$ cat config.mk
export PLATFORM = sky130hd
export DESIGN_NAME = string_op_engine
export DESIGN_NICKNAME = d
export VERILOG_FILES = /design/src/rtl/string_op_pkg.sv /design/src/rtl/string_op_engine.sv
export SDC_FILE = /design/constraint.sdc
export NUM_CORES = 2
export LEC_CHECK = 0
export ABC_AREA = 1
export ABC_CLOCK_PERIOD_IN_PS = 22300
export BUFFER_PORTS_ARGS = -buffer_cell sky130_fd_sc_hd__buf_2
export CAP_MARGIN = 10
export CORE_ASPECT_RATIO = 1.1
export CORE_MARGIN = 4
export CORE_UTILIZATION = 27
export DETAILED_ROUTE_END_ITERATION = 6
export GPL_ROUTABILITY_DRIVEN = 0
export PLACE_DENSITY = 0.43
export REMOVE_ABC_BUFFERS = 1
export SLEW_MARGIN = 20
export SYNTH_ARGS = -nofsm -noshare
export SYNTH_HDL_FRONTEND = slang
export SYNTH_SLANG_ARGS = --single-unit
$ cat constraint.sdc
create_clock -name clk_i -period 22.3 [get_ports clk_i]
set_clock_uncertainty 0.1 [all_clocks]
set_input_delay 0 -clock clk_i [delete_from_list [all_inputs] [get_ports clk_i]]
set_output_delay 0 -clock clk_i [all_outputs]
set_load 0.005 [all_outputs]
$ cat src/rtl/string_op_pkg.sv
// Constants, types and register map of the string operation engine
`default_nettype none
package string_op_pkg;
  localparam logic [7:0] OFF_CTRL   = 8'h00;
  localparam logic [7:0] OFF_STATUS = 8'h04;
  localparam logic [7:0] OFF_SRC_LO = 8'h08;
  localparam logic [7:0] OFF_SRC_HI = 8'h0C;
  localparam logic [7:0] OFF_DST_LO = 8'h10;
  localparam logic [7:0] OFF_DST_HI = 8'h14;
  localparam logic [7:0] OFF_CNT_LO = 8'h18;
  localparam logic [7:0] OFF_CNT_HI = 8'h1C;
  localparam logic [7:0] OFF_ACC_LO = 8'h20;
  localparam logic [7:0] OFF_ACC_HI = 8'h24;
  // Control word fields
  localparam int CTRL_START   = 0;
  localparam int CTRL_SET_DIR = 1;
  localparam int CTRL_CLR_DIR = 2;
  localparam int CTRL_OP_LSB  = 4;
  localparam int CTRL_SZ_LSB  = 8;
  localparam int CTRL_RPT_LSB = 12;
  localparam int CTRL_SEG_LSB = 16;
  localparam int CTRL_MODE64  = 20;
  localparam int CTRL_ADDR64  = 21;
  localparam int CTRL_WIDE    = 22;
  // Status word fields
  localparam int ST_CARRY  = 0;
  localparam int ST_PARITY = 2;
  localparam int ST_AUX    = 4;
  localparam int ST_ZERO   = 6;
  localparam int ST_SIGN   = 7;
  localparam int ST_DIR    = 10;
  localparam int ST_OVF    = 11;
  localparam int ST_BUSY   = 31;
  localparam logic [1:0] SZ_BYTE  = 2'h0;
  localparam logic [1:0] SZ_WORD  = 2'h1;
  localparam logic [1:0] SZ_DWORD = 2'h2;
  localparam logic [1:0] SZ_QWORD = 2'h3;
  typedef enum logic [2:0] {
    STRING_MOVE, STRING_COMPARE, STRING_SCAN, STRING_LOAD, STRING_STORE
  } op_type;
  typedef enum logic [1:0] {
    REPEAT_NONE, REPEAT_ON_COUNT, REPEAT_WHILE_EQUAL, REPEAT_WHILE_NOT_EQUAL
  } rpt_type;
  typedef enum logic [2:0] {
    SEG_NONE, SEG_CODE, SEG_STACK, SEG_DATA, SEG_EXTRA, SEG_ADDL1, SEG_ADDL2
  } seg_type;
  typedef struct packed {
    logic        valid;
    logic        write;
    logic [2:0]  seg;
    logic [1:0]  size;
    logic [63:0] addr;
    logic [63:0] wdata;
  } mem_req_type;
  typedef struct packed {
    logic carry;
    logic parity;
    logic aux;
    logic zero;
    logic sign;
    logic ovf;
    logic dir;
  } flags_type;
  typedef struct packed {
    op_type     op;
    logic [1:0] size;
    rpt_type    rpt;
    seg_type    seg;
    logic       mode64;
    logic       addr64;
    logic       wide;
  } cfg_type;
endpackage : string_op_pkg
`default_nettype wire

$ cat src/rtl/string_op_engine.sv
// String instruction execution engine with APB register access
//
// The APB interface to the registers and the placing of the registers are this design's own decisions.
`default_nettype none
module string_op_engine (
  input  wire logic                      clk_i,
  input  wire logic                      sys_rst_i,
  input  wire logic                      psel_i,
  input  wire logic                      penable_i,
  input  wire logic                      pwrite_i,
  input  wire logic [7:0]                paddr_i,
  input  wire logic [31:0]               pwdata_i,
  output logic                           pready_o,
  output logic [31:0]                    prdata_o,
  output logic                           pslverr_o,
  output string_op_pkg::mem_req_type     mem_req_o,
  input  wire logic                      mem_ack_i,
  input  wire logic [63:0]               mem_rdata_i
);
  import string_op_pkg::*;

  typedef enum logic [2:0] {
    S_IDLE, S_CHECK, S_RD_SRC, S_RD_DST, S_WR_DST, S_STEP
  } fsm_type;

  typedef struct packed {
    fsm_type     st;
    cfg_type     cfg;
    logic [63:0] src;
    logic [63:0] dst;
    logic [63:0] cnt;
    logic [63:0] acc;
    logic [63:0] sdata;
    flags_type   fl;
    mem_req_type mem;
    logic        pready;
    logic [31:0] prdata;
    logic        pslverr;
  } state_type;

  state_type s_q;
  state_type s_d;

  ////////////////////////////////////////////////////////////////////////////
  // Helpers

  function automatic flags_type sub_flags(input logic [63:0] a, input logic [63:0] b,
                                          input logic [1:0] sz, input logic dir);
    logic [63:0] m;
    logic [63:0] r;
    logic [5:0]  hi;
    flags_type   f;
    unique case (sz)
      SZ_BYTE:  begin m = 64'h0000_0000_0000_00FF; hi = 6'h07; end
      SZ_WORD:  begin m = 64'h0000_0000_0000_FFFF; hi = 6'h0F; end
      SZ_DWORD: begin m = 64'h0000_0000_FFFF_FFFF; hi = 6'h1F; end
      default:  begin m = 64'hFFFF_FFFF_FFFF_FFFF; hi = 6'h3F; end
    endcase
    r        = (a - b) & m;
    f.carry  = (a & m) < (b & m);
    f.zero   = (r == 64'h0);
    f.sign   = r[hi];
    f.ovf    = (a[hi] ^ b[hi]) & (a[hi] ^ r[hi]);
    f.parity = ~^r[7:0];
    f.aux    = a[4] ^ b[4] ^ r[4];
    f.dir    = dir;
    return f;
  endfunction

  function automatic logic [63:0] narrow(input logic [63:0] v, input logic wide);
    return wide ? v : {32'h0000_0000, v[31:0]};
  endfunction

  logic [1:0]  esz;
  logic        wide_addr;
  logic [63:0] step;
  logic [63:0] emask;
  logic [63:0] cnt_eff;
  logic        cond_op;
  seg_type     src_seg;

  // Quad elements exist only with the wide prefix in 64-bit mode
  assign esz = (s_q.cfg.mode64 && s_q.cfg.wide) ? SZ_QWORD :
               ((s_q.cfg.size == SZ_QWORD) ? SZ_DWORD : s_q.cfg.size);
  assign wide_addr = s_q.cfg.mode64 && s_q.cfg.addr64;
  assign step      = 64'h1 << esz;
  assign emask     = (esz == SZ_QWORD) ? 64'hFFFF_FFFF_FFFF_FFFF :
                     ((64'h1 << (7'h08 << esz)) - 64'h1);
  assign cnt_eff   = narrow(s_q.cnt, wide_addr);
  assign cond_op   = (s_q.cfg.op == STRING_COMPARE) || (s_q.cfg.op == STRING_SCAN);
  assign src_seg   = (s_q.cfg.seg == SEG_NONE) ? SEG_DATA : s_q.cfg.seg;

  ////////////////////////////////////////////////////////////////////////////
  // Next state

  always_comb begin
    logic        wr_en;
    logic [31:0] rd;
    logic        hit;
    s_d   = s_q;
    wr_en = 1'b0;
    rd    = 32'h0000_0000;
    hit   = 1'b1;
    // One wait state keeps pready and prdata registered
    s_d.pready  = 1'b0;
    s_d.pslverr = 1'b0;
    unique case (paddr_i)
      OFF_CTRL: begin
        rd[CTRL_OP_LSB +: 3]  = s_q.cfg.op;
        rd[CTRL_SZ_LSB +: 2]  = s_q.cfg.size;
        rd[CTRL_RPT_LSB +: 2] = s_q.cfg.rpt;
        rd[CTRL_SEG_LSB +: 3] = s_q.cfg.seg;
        rd[CTRL_MODE64]       = s_q.cfg.mode64;
        rd[CTRL_ADDR64]       = s_q.cfg.addr64;
        rd[CTRL_WIDE]         = s_q.cfg.wide;
      end
      OFF_STATUS: begin
        rd[ST_CARRY]  = s_q.fl.carry;
        rd[ST_PARITY] = s_q.fl.parity;
        rd[ST_AUX]    = s_q.fl.aux;
        rd[ST_ZERO]   = s_q.fl.zero;
        rd[ST_SIGN]   = s_q.fl.sign;
        rd[ST_DIR]    = s_q.fl.dir;
        rd[ST_OVF]    = s_q.fl.ovf;
        rd[ST_BUSY]   = (s_q.st != S_IDLE);
      end
      OFF_SRC_LO: rd = s_q.src[31:0];
      OFF_SRC_HI: rd = s_q.src[63:32];
      OFF_DST_LO: rd = s_q.dst[31:0];
      OFF_DST_HI: rd = s_q.dst[63:32];
      OFF_CNT_LO: rd = s_q.cnt[31:0];
      OFF_CNT_HI: rd = s_q.cnt[63:32];
      OFF_ACC_LO: rd = s_q.acc[31:0];
      OFF_ACC_HI: rd = s_q.acc[63:32];
      default:    hit = 1'b0;
    endcase
    if (psel_i && penable_i && !s_q.pready) begin
      s_d.pready  = 1'b1;
      s_d.prdata  = rd;
      s_d.pslverr = !hit;
    end
    wr_en = psel_i && penable_i && s_q.pready && pwrite_i && !s_q.pslverr;

    // Software writes land only while idle so a run sees stable operands
    if (wr_en && s_q.st == S_IDLE) begin
      unique case (paddr_i)
        OFF_CTRL: begin
          if (pwdata_i[CTRL_SET_DIR]) begin
            s_d.fl.dir = 1'b1;
          end else if (pwdata_i[CTRL_CLR_DIR]) begin
            s_d.fl.dir = 1'b0;
          end
          if (pwdata_i[CTRL_START]) begin
            s_d.cfg.op     = op_type'(pwdata_i[CTRL_OP_LSB +: 3]);
            s_d.cfg.size   = pwdata_i[CTRL_SZ_LSB +: 2];
            s_d.cfg.rpt    = rpt_type'(pwdata_i[CTRL_RPT_LSB +: 2]);
            s_d.cfg.seg    = seg_type'(pwdata_i[CTRL_SEG_LSB +: 3]);
            s_d.cfg.mode64 = pwdata_i[CTRL_MODE64];
            s_d.cfg.addr64 = pwdata_i[CTRL_ADDR64];
            s_d.cfg.wide   = pwdata_i[CTRL_WIDE];
            s_d.st         = S_CHECK;
          end
        end
        OFF_STATUS: begin
          s_d.fl.carry  = pwdata_i[ST_CARRY];
          s_d.fl.parity = pwdata_i[ST_PARITY];
          s_d.fl.aux    = pwdata_i[ST_AUX];
          s_d.fl.zero   = pwdata_i[ST_ZERO];
          s_d.fl.sign   = pwdata_i[ST_SIGN];
          s_d.fl.dir    = pwdata_i[ST_DIR];
          s_d.fl.ovf    = pwdata_i[ST_OVF];
        end
        OFF_SRC_LO: s_d.src[31:0]  = pwdata_i;
        OFF_SRC_HI: s_d.src[63:32] = pwdata_i;
        OFF_DST_LO: s_d.dst[31:0]  = pwdata_i;
        OFF_DST_HI: s_d.dst[63:32] = pwdata_i;
        OFF_CNT_LO: s_d.cnt[31:0]  = pwdata_i;
        OFF_CNT_HI: s_d.cnt[63:32] = pwdata_i;
        OFF_ACC_LO: s_d.acc[31:0]  = pwdata_i;
        OFF_ACC_HI: s_d.acc[63:32] = pwdata_i;
        default: ;
      endcase
    end

    unique case (s_q.st)
      S_IDLE: ;
      S_CHECK: begin
        s_d.mem.size  = esz;
        s_d.mem.wdata = 64'h0;
        if (s_q.cfg.rpt != REPEAT_NONE && cnt_eff == 64'h0) begin
          s_d.st = S_IDLE;
        end else begin
          unique case (s_q.cfg.op)
            STRING_MOVE, STRING_COMPARE, STRING_LOAD: begin
              s_d.mem.valid = 1'b1;
              s_d.mem.write = 1'b0;
              s_d.mem.seg   = src_seg;
              s_d.mem.addr  = narrow(s_q.src, wide_addr);
              s_d.st        = S_RD_SRC;
            end
            STRING_SCAN: begin
              s_d.mem.valid = 1'b1;
              s_d.mem.write = 1'b0;
              s_d.mem.seg   = SEG_EXTRA;
              s_d.mem.addr  = narrow(s_q.dst, wide_addr);
              s_d.st        = S_RD_DST;
            end
            STRING_STORE: begin
              s_d.mem.valid = 1'b1;
              s_d.mem.write = 1'b1;
              s_d.mem.seg   = SEG_EXTRA;
              s_d.mem.addr  = narrow(s_q.dst, wide_addr);
              s_d.mem.wdata = s_q.acc & emask;
              s_d.st        = S_WR_DST;
            end
            default: s_d.st = S_IDLE;
          endcase
        end
      end
      S_RD_SRC: begin
        if (mem_ack_i) begin
          s_d.mem.valid = 1'b0;
          s_d.sdata     = mem_rdata_i & emask;
          unique case (s_q.cfg.op)
            STRING_MOVE: begin
              s_d.mem.valid = 1'b1;
              s_d.mem.write = 1'b1;
              s_d.mem.seg   = SEG_EXTRA;
              s_d.mem.addr  = narrow(s_q.dst, wide_addr);
              s_d.mem.wdata = mem_rdata_i & emask;
              s_d.st        = S_WR_DST;
            end
            STRING_COMPARE: begin
              s_d.mem.valid = 1'b1;
              s_d.mem.write = 1'b0;
              s_d.mem.seg   = SEG_EXTRA;
              s_d.mem.addr  = narrow(s_q.dst, wide_addr);
              s_d.st        = S_RD_DST;
            end
            default: begin
              // Dword loads in 64-bit mode zero the upper half
              unique case (esz)
                SZ_BYTE:  s_d.acc[7:0]  = mem_rdata_i[7:0];
                SZ_WORD:  s_d.acc[15:0] = mem_rdata_i[15:0];
                SZ_DWORD: s_d.acc = narrow({s_q.acc[63:32], mem_rdata_i[31:0]},
                                           !s_q.cfg.mode64);
                default:  s_d.acc = mem_rdata_i;
              endcase
              s_d.st = S_STEP;
            end
          endcase
        end
      end
      S_RD_DST: begin
        if (mem_ack_i) begin
          s_d.mem.valid = 1'b0;
          s_d.fl = sub_flags((s_q.cfg.op == STRING_COMPARE) ? s_q.sdata : s_q.acc,
                             mem_rdata_i, esz, s_q.fl.dir);
          s_d.st = S_STEP;
        end
      end
      S_WR_DST: begin
        if (mem_ack_i) begin
          s_d.mem.valid = 1'b0;
          s_d.mem.write = 1'b0;
          s_d.st        = S_STEP;
        end
      end
      S_STEP: begin
        s_d.src = narrow(s_q.fl.dir ? s_q.src - step : s_q.src + step, wide_addr);
        s_d.dst = narrow(s_q.fl.dir ? s_q.dst - step : s_q.dst + step, wide_addr);
        if (s_q.cfg.rpt == REPEAT_NONE) begin
          s_d.st = S_IDLE;
        end else begin
          s_d.cnt = narrow(cnt_eff - 64'h1, wide_addr);
          s_d.st  = S_CHECK;
          if (cond_op && s_q.cfg.rpt == REPEAT_WHILE_EQUAL && !s_q.fl.zero) begin
            s_d.st = S_IDLE;
          end
          if (cond_op && s_q.cfg.rpt == REPEAT_WHILE_NOT_EQUAL && s_q.fl.zero) begin
            s_d.st = S_IDLE;
          end
        end
      end
      default: s_d.st = S_IDLE;
    endcase
  end

  always_ff @(posedge clk_i or posedge sys_rst_i) begin
    if (sys_rst_i) begin
      s_q <= '0;
    end else begin
      s_q <= s_d;
    end
  end

  assign pready_o  = s_q.pready;
  assign prdata_o  = s_q.prdata;
  assign pslverr_o = s_q.pslverr;
  assign mem_req_o = s_q.mem;
endmodule // string_op_engine
`default_nettype wire

==> run_results.csv <==
group,metric,value,unit
outcome,status,"finished with violations",
outcome,violations,"design-rule violations",
sta,slew_viol_final,0,
clock_tree,numCtsBuffers,73,
cells_and_area,drive_gt1_share,7.520,%
routing,drc,3,
power,leakage,26.90,nW
cells_and_area,nets,7785,
floorplan,die_x,402.0,µm
yosys,syn-cell-area,46100,µm²
sta,setup_tns,0,ps
global_routing,grt_overflow,0,
power,clock_power_share,17.8,%
sta,slew_headroom,19.56,%
sta,post-route-min-period,7868,ps
clock_tree,clockRootBuffer,"clkbuf_16",
clock_tree,clk_path_buf_depth,3,
power,switching_power,3.864,mW
routing,drt_iter0_markers,5284,
yosys,synth_edf_count,0,
yosys,ys_types,59,
clock_tree,path_clk_slew,60,ps
critical_path,cp.arrival,8340,ps
power,seq_power_share,21.3,%
cells_and_area,mostFrequentLayoutCell,"nand2_1",
yosys,synth_cells,7280,
critical_path,crit_buf_inv,6,
yosys,syn_area_per_cell,6.333,µm²
power,switching_share,54.61,%
clock_tree,postCtsSetupBuffers,0,
power,comb_power_share,61.0,%
power,pwr_density_cell,134.8,nW/µm²
yosys,yosysSeqAreaShare,27.79,%
routing,wire_per_inst,26.20,µm
critical_path,cp_top_family,"compound AO/OA/AOI/OAI gates",
global_routing,grt_use_met1,34.29,%
yosys,synth-seq-cells,512,
routing,totalWireLength,254700,µm
global_routing,grt_pass1_wl,360000,µm
placed_design,io_buffers,278,
routing,num_vias,52060,
floorplan,coreArea,169200,µm²
critical_path,crit_chain,"nand2_4 > inv_2 > nor2_4 > buf_4 > inv_2 > nor2_4 > inv_1 > ha_1 > nand2_1 > o21ai_0 > fa_1 > o21ai_0 > a21oi_1 > o21ai_0 > inv_1 > o21ai_0 > inv_1 > o21ai_0 > nand2_1 > nand3_1 > a21oi_1",
critical_path,cp_slowest_cell,"o21ai_0",
floorplan,die_h,441.4,µm
global_routing,antenna_found_initial,10,
cells_and_area,area_growth,13.82,%
global_routing,grt_max_degree,137,
sta,fmax,0.1271,GHz
routing,antenna_left,0,
floorplan,ios,279,
clock_tree,clock_latency,690,ps
critical_path,crit_top_cell,"o21ai_0",
critical_path,crit_fanout,41,
clock_tree,cts_tree,"built",
cells_and_area,layout_common_cells,"nand2_1 (1695), inv_1 (1194), nor2_1 (891)",
yosys,ys.flop_type,"dfrtp_1",
power,peakVddDrop,89.20,µV
cells_and_area,final_area,52480,µm²
sta,period_share,35.28,%
job,drv_cap,0,
critical_path,slowest_delay,630,ps
critical_path,crit_path_start_kind,"flip-flop",
yosys,async_reset_ff_share,100.0,%
floorplan,rows,158,
global_routing,grt_use_total,27.80,%
placed_design,placed_cell_area,48750,µm²
yosys,yosys_warnings,0,
sta,report.final.hold_viol_count,0,
routing,first_pass_iters,7,
critical_path,path_class,"reg2reg",
cells_and_area,n_fill_cell,19150,
clock_tree,clock_sinks,512,
clock_tree,htreeDepth,3,
routing,via_per_inst,5.355,
placed_design,dp_hpwl,200900,µm
sta,worstMarginPinSlew,1202,ps
critical_path,worstPathRequired,22770,ps
min_path,hold_path.class,"in2reg",
power,p_int,3.212,mW
sta,grt_setup_unrepaired,"false",
sta,setup-violations-final,0,
global_routing,grt_pass1_vias,49810,
global_routing,met2_usage,45.23,%
global_routing,grt_busiest_layer,"met2",
critical_path,cp-end-kind,"flip-flop",
floorplan,dieArea,177400,µm²
global_routing,met3_usage,3.894,%
floorplan,start_util,27.24,%
==> repair_timing <==
action	CTS	global route
gates resized for setup	0	0
endpoints found under the hold margin	379	0
hold buffers	122	0
==> cell usage after synthesis, types with 13 or more instances <==
cell	count	area share (%)
a211oi_1	89	1.4
a21o_1	20	0.33
a21oi_1	567	6.2
a221oi_1	28	0.53
a31oi_1	182	2.5
buf_1	15	0.12
buf_2	16	0.17
buf_4	172	2.8
clkbuf_1	199	1.6
dfrtp_1	512	28
ha_1	253	6.9
inv_1	1202	9.8
mux2_2	31	0.76
nand2_1	1698	14
nand3_1	354	3.8
nand3b_1	35	0.57
nand4_1	63	0.85
nor2_1	900	7.3
nor3_1	53	0.58
nor4_1	21	0.28
o2111ai_1	48	0.91
o211ai_1	17	0.28
o21a_1	13	0.21
o21ai_0	456	5.0
o21bai_1	37	0.60
o221ai_1	39	0.74
o22ai_1	104	1.4
o31ai_1	14	0.23
xor2_1	25	0.47
==> worst min-delay path: cells and delay by family <==
kind,cells,cell delay [ps]
buf+inv,3,730
compound gates,1,90
==> state kept, by name (all words and copies together) (netlist names) <==
signal,count
pslverr_o,1
pready_o,1
mem_req_o,135
prdata_o,32
s_q,343
==> layout make-up <==
class / count / area (µm²) / area share [%]
diodes: 8 / 20.02 / 0.03815
clock buffers: 104 / 2156 / 4.108
clock inverters: 25 / 326.6 / 0.6223
inverters: 1213 / 4563 / 8.696
multi-input cells: 5147 / 26630 / 50.74
flip-flops and latches: 512 / 12820 / 24.42
well taps: 2240 / 2803 / 5.341
repair buffers: 472 / 3163 / 6.028
==> logic make-up after synthesis <==
| kind of cell | after synthesis | share of synthesized area (%) |
|---|---|---|
| fa+ha+maj | 256 | 6.996 |
| mux | 31 | 0.7572 |
| buf+inv | 1621 | 14.74 |
| xor+xnor | 36 | 0.6839 |
| flops | 512 | 27.79 |
| simple gates | 3170 | 28.06 |
| compound gates | 1654 | 20.98 |
==> final timing paths <==
| kind | cells past startpoint | from | slack [ps] | end |
|---|---|---|---|---|
| worst max register to register | 21 | s_q[498]$_DFFE_PP0P_ | 14430 | s_q[404]$_DFFE_PP0P_ |
| max in group asynchronous | 7 | sys_rst_i | 18630 | s_q[296]$_DFFE_PP0P_ |
| worst min register to register | 2 | mem_req_o[98]$_DFFE_PP0P_ | 370 | mem_req_o[98]$_DFFE_PP0P_ |
| worst max-delay path | 21 | s_q[498]$_DFFE_PP0P_ | 14430 | s_q[404]$_DFFE_PP0P_ |
| min in group asynchronous | 4 | sys_rst_i | 430 | s_q[457]$_DFFE_PP0P_ |
| worst min-delay path | 4 | mem_rdata_i[6] | 60 | s_q[246]$_DFF_PP0_ |
==> metal layers <==
layer  routed length [µm]  vias up
li1                     -    24080
met1               102400    25080
met2               115300     2331
met3                17370      562
met4                19620        2
met5                   11        -
==> through the flow <==
stage / setup slack, ps / total power, mW / cells / utilization (%) / hold WS [ps]
2_1_floorplan: 7900 / 4.109 / 6872 / - / 40.83
3_3_place_gp: 14790 / 5.678 / 9461 / 28.81 / 72.20
3_5_place_dp: 14720 / 5.669 / 9461 / 28.81 / 71.66
4_1_cts: 14690 / 6.980 / 9712 / 30.99 / 13.45
5_1_grt: 14230 / 7.548 / 9713 / 31.00 / 82.19
6_report: 14430 / 7.076 / 9721 / 31.01 / 55.87
==> power by group through the flow <==
stage	Clock (mW)	Sequential, mW	Combinational [mW]
after floorplan	0	1.32	2.79
after global placement	0	1.50	4.17
after detailed placement	0	1.50	4.16
after CTS	1.28	1.49	4.21
after global routing	1.32	1.50	4.73
final	1.26	1.50	4.31
(Power assumes the default switching activity.)
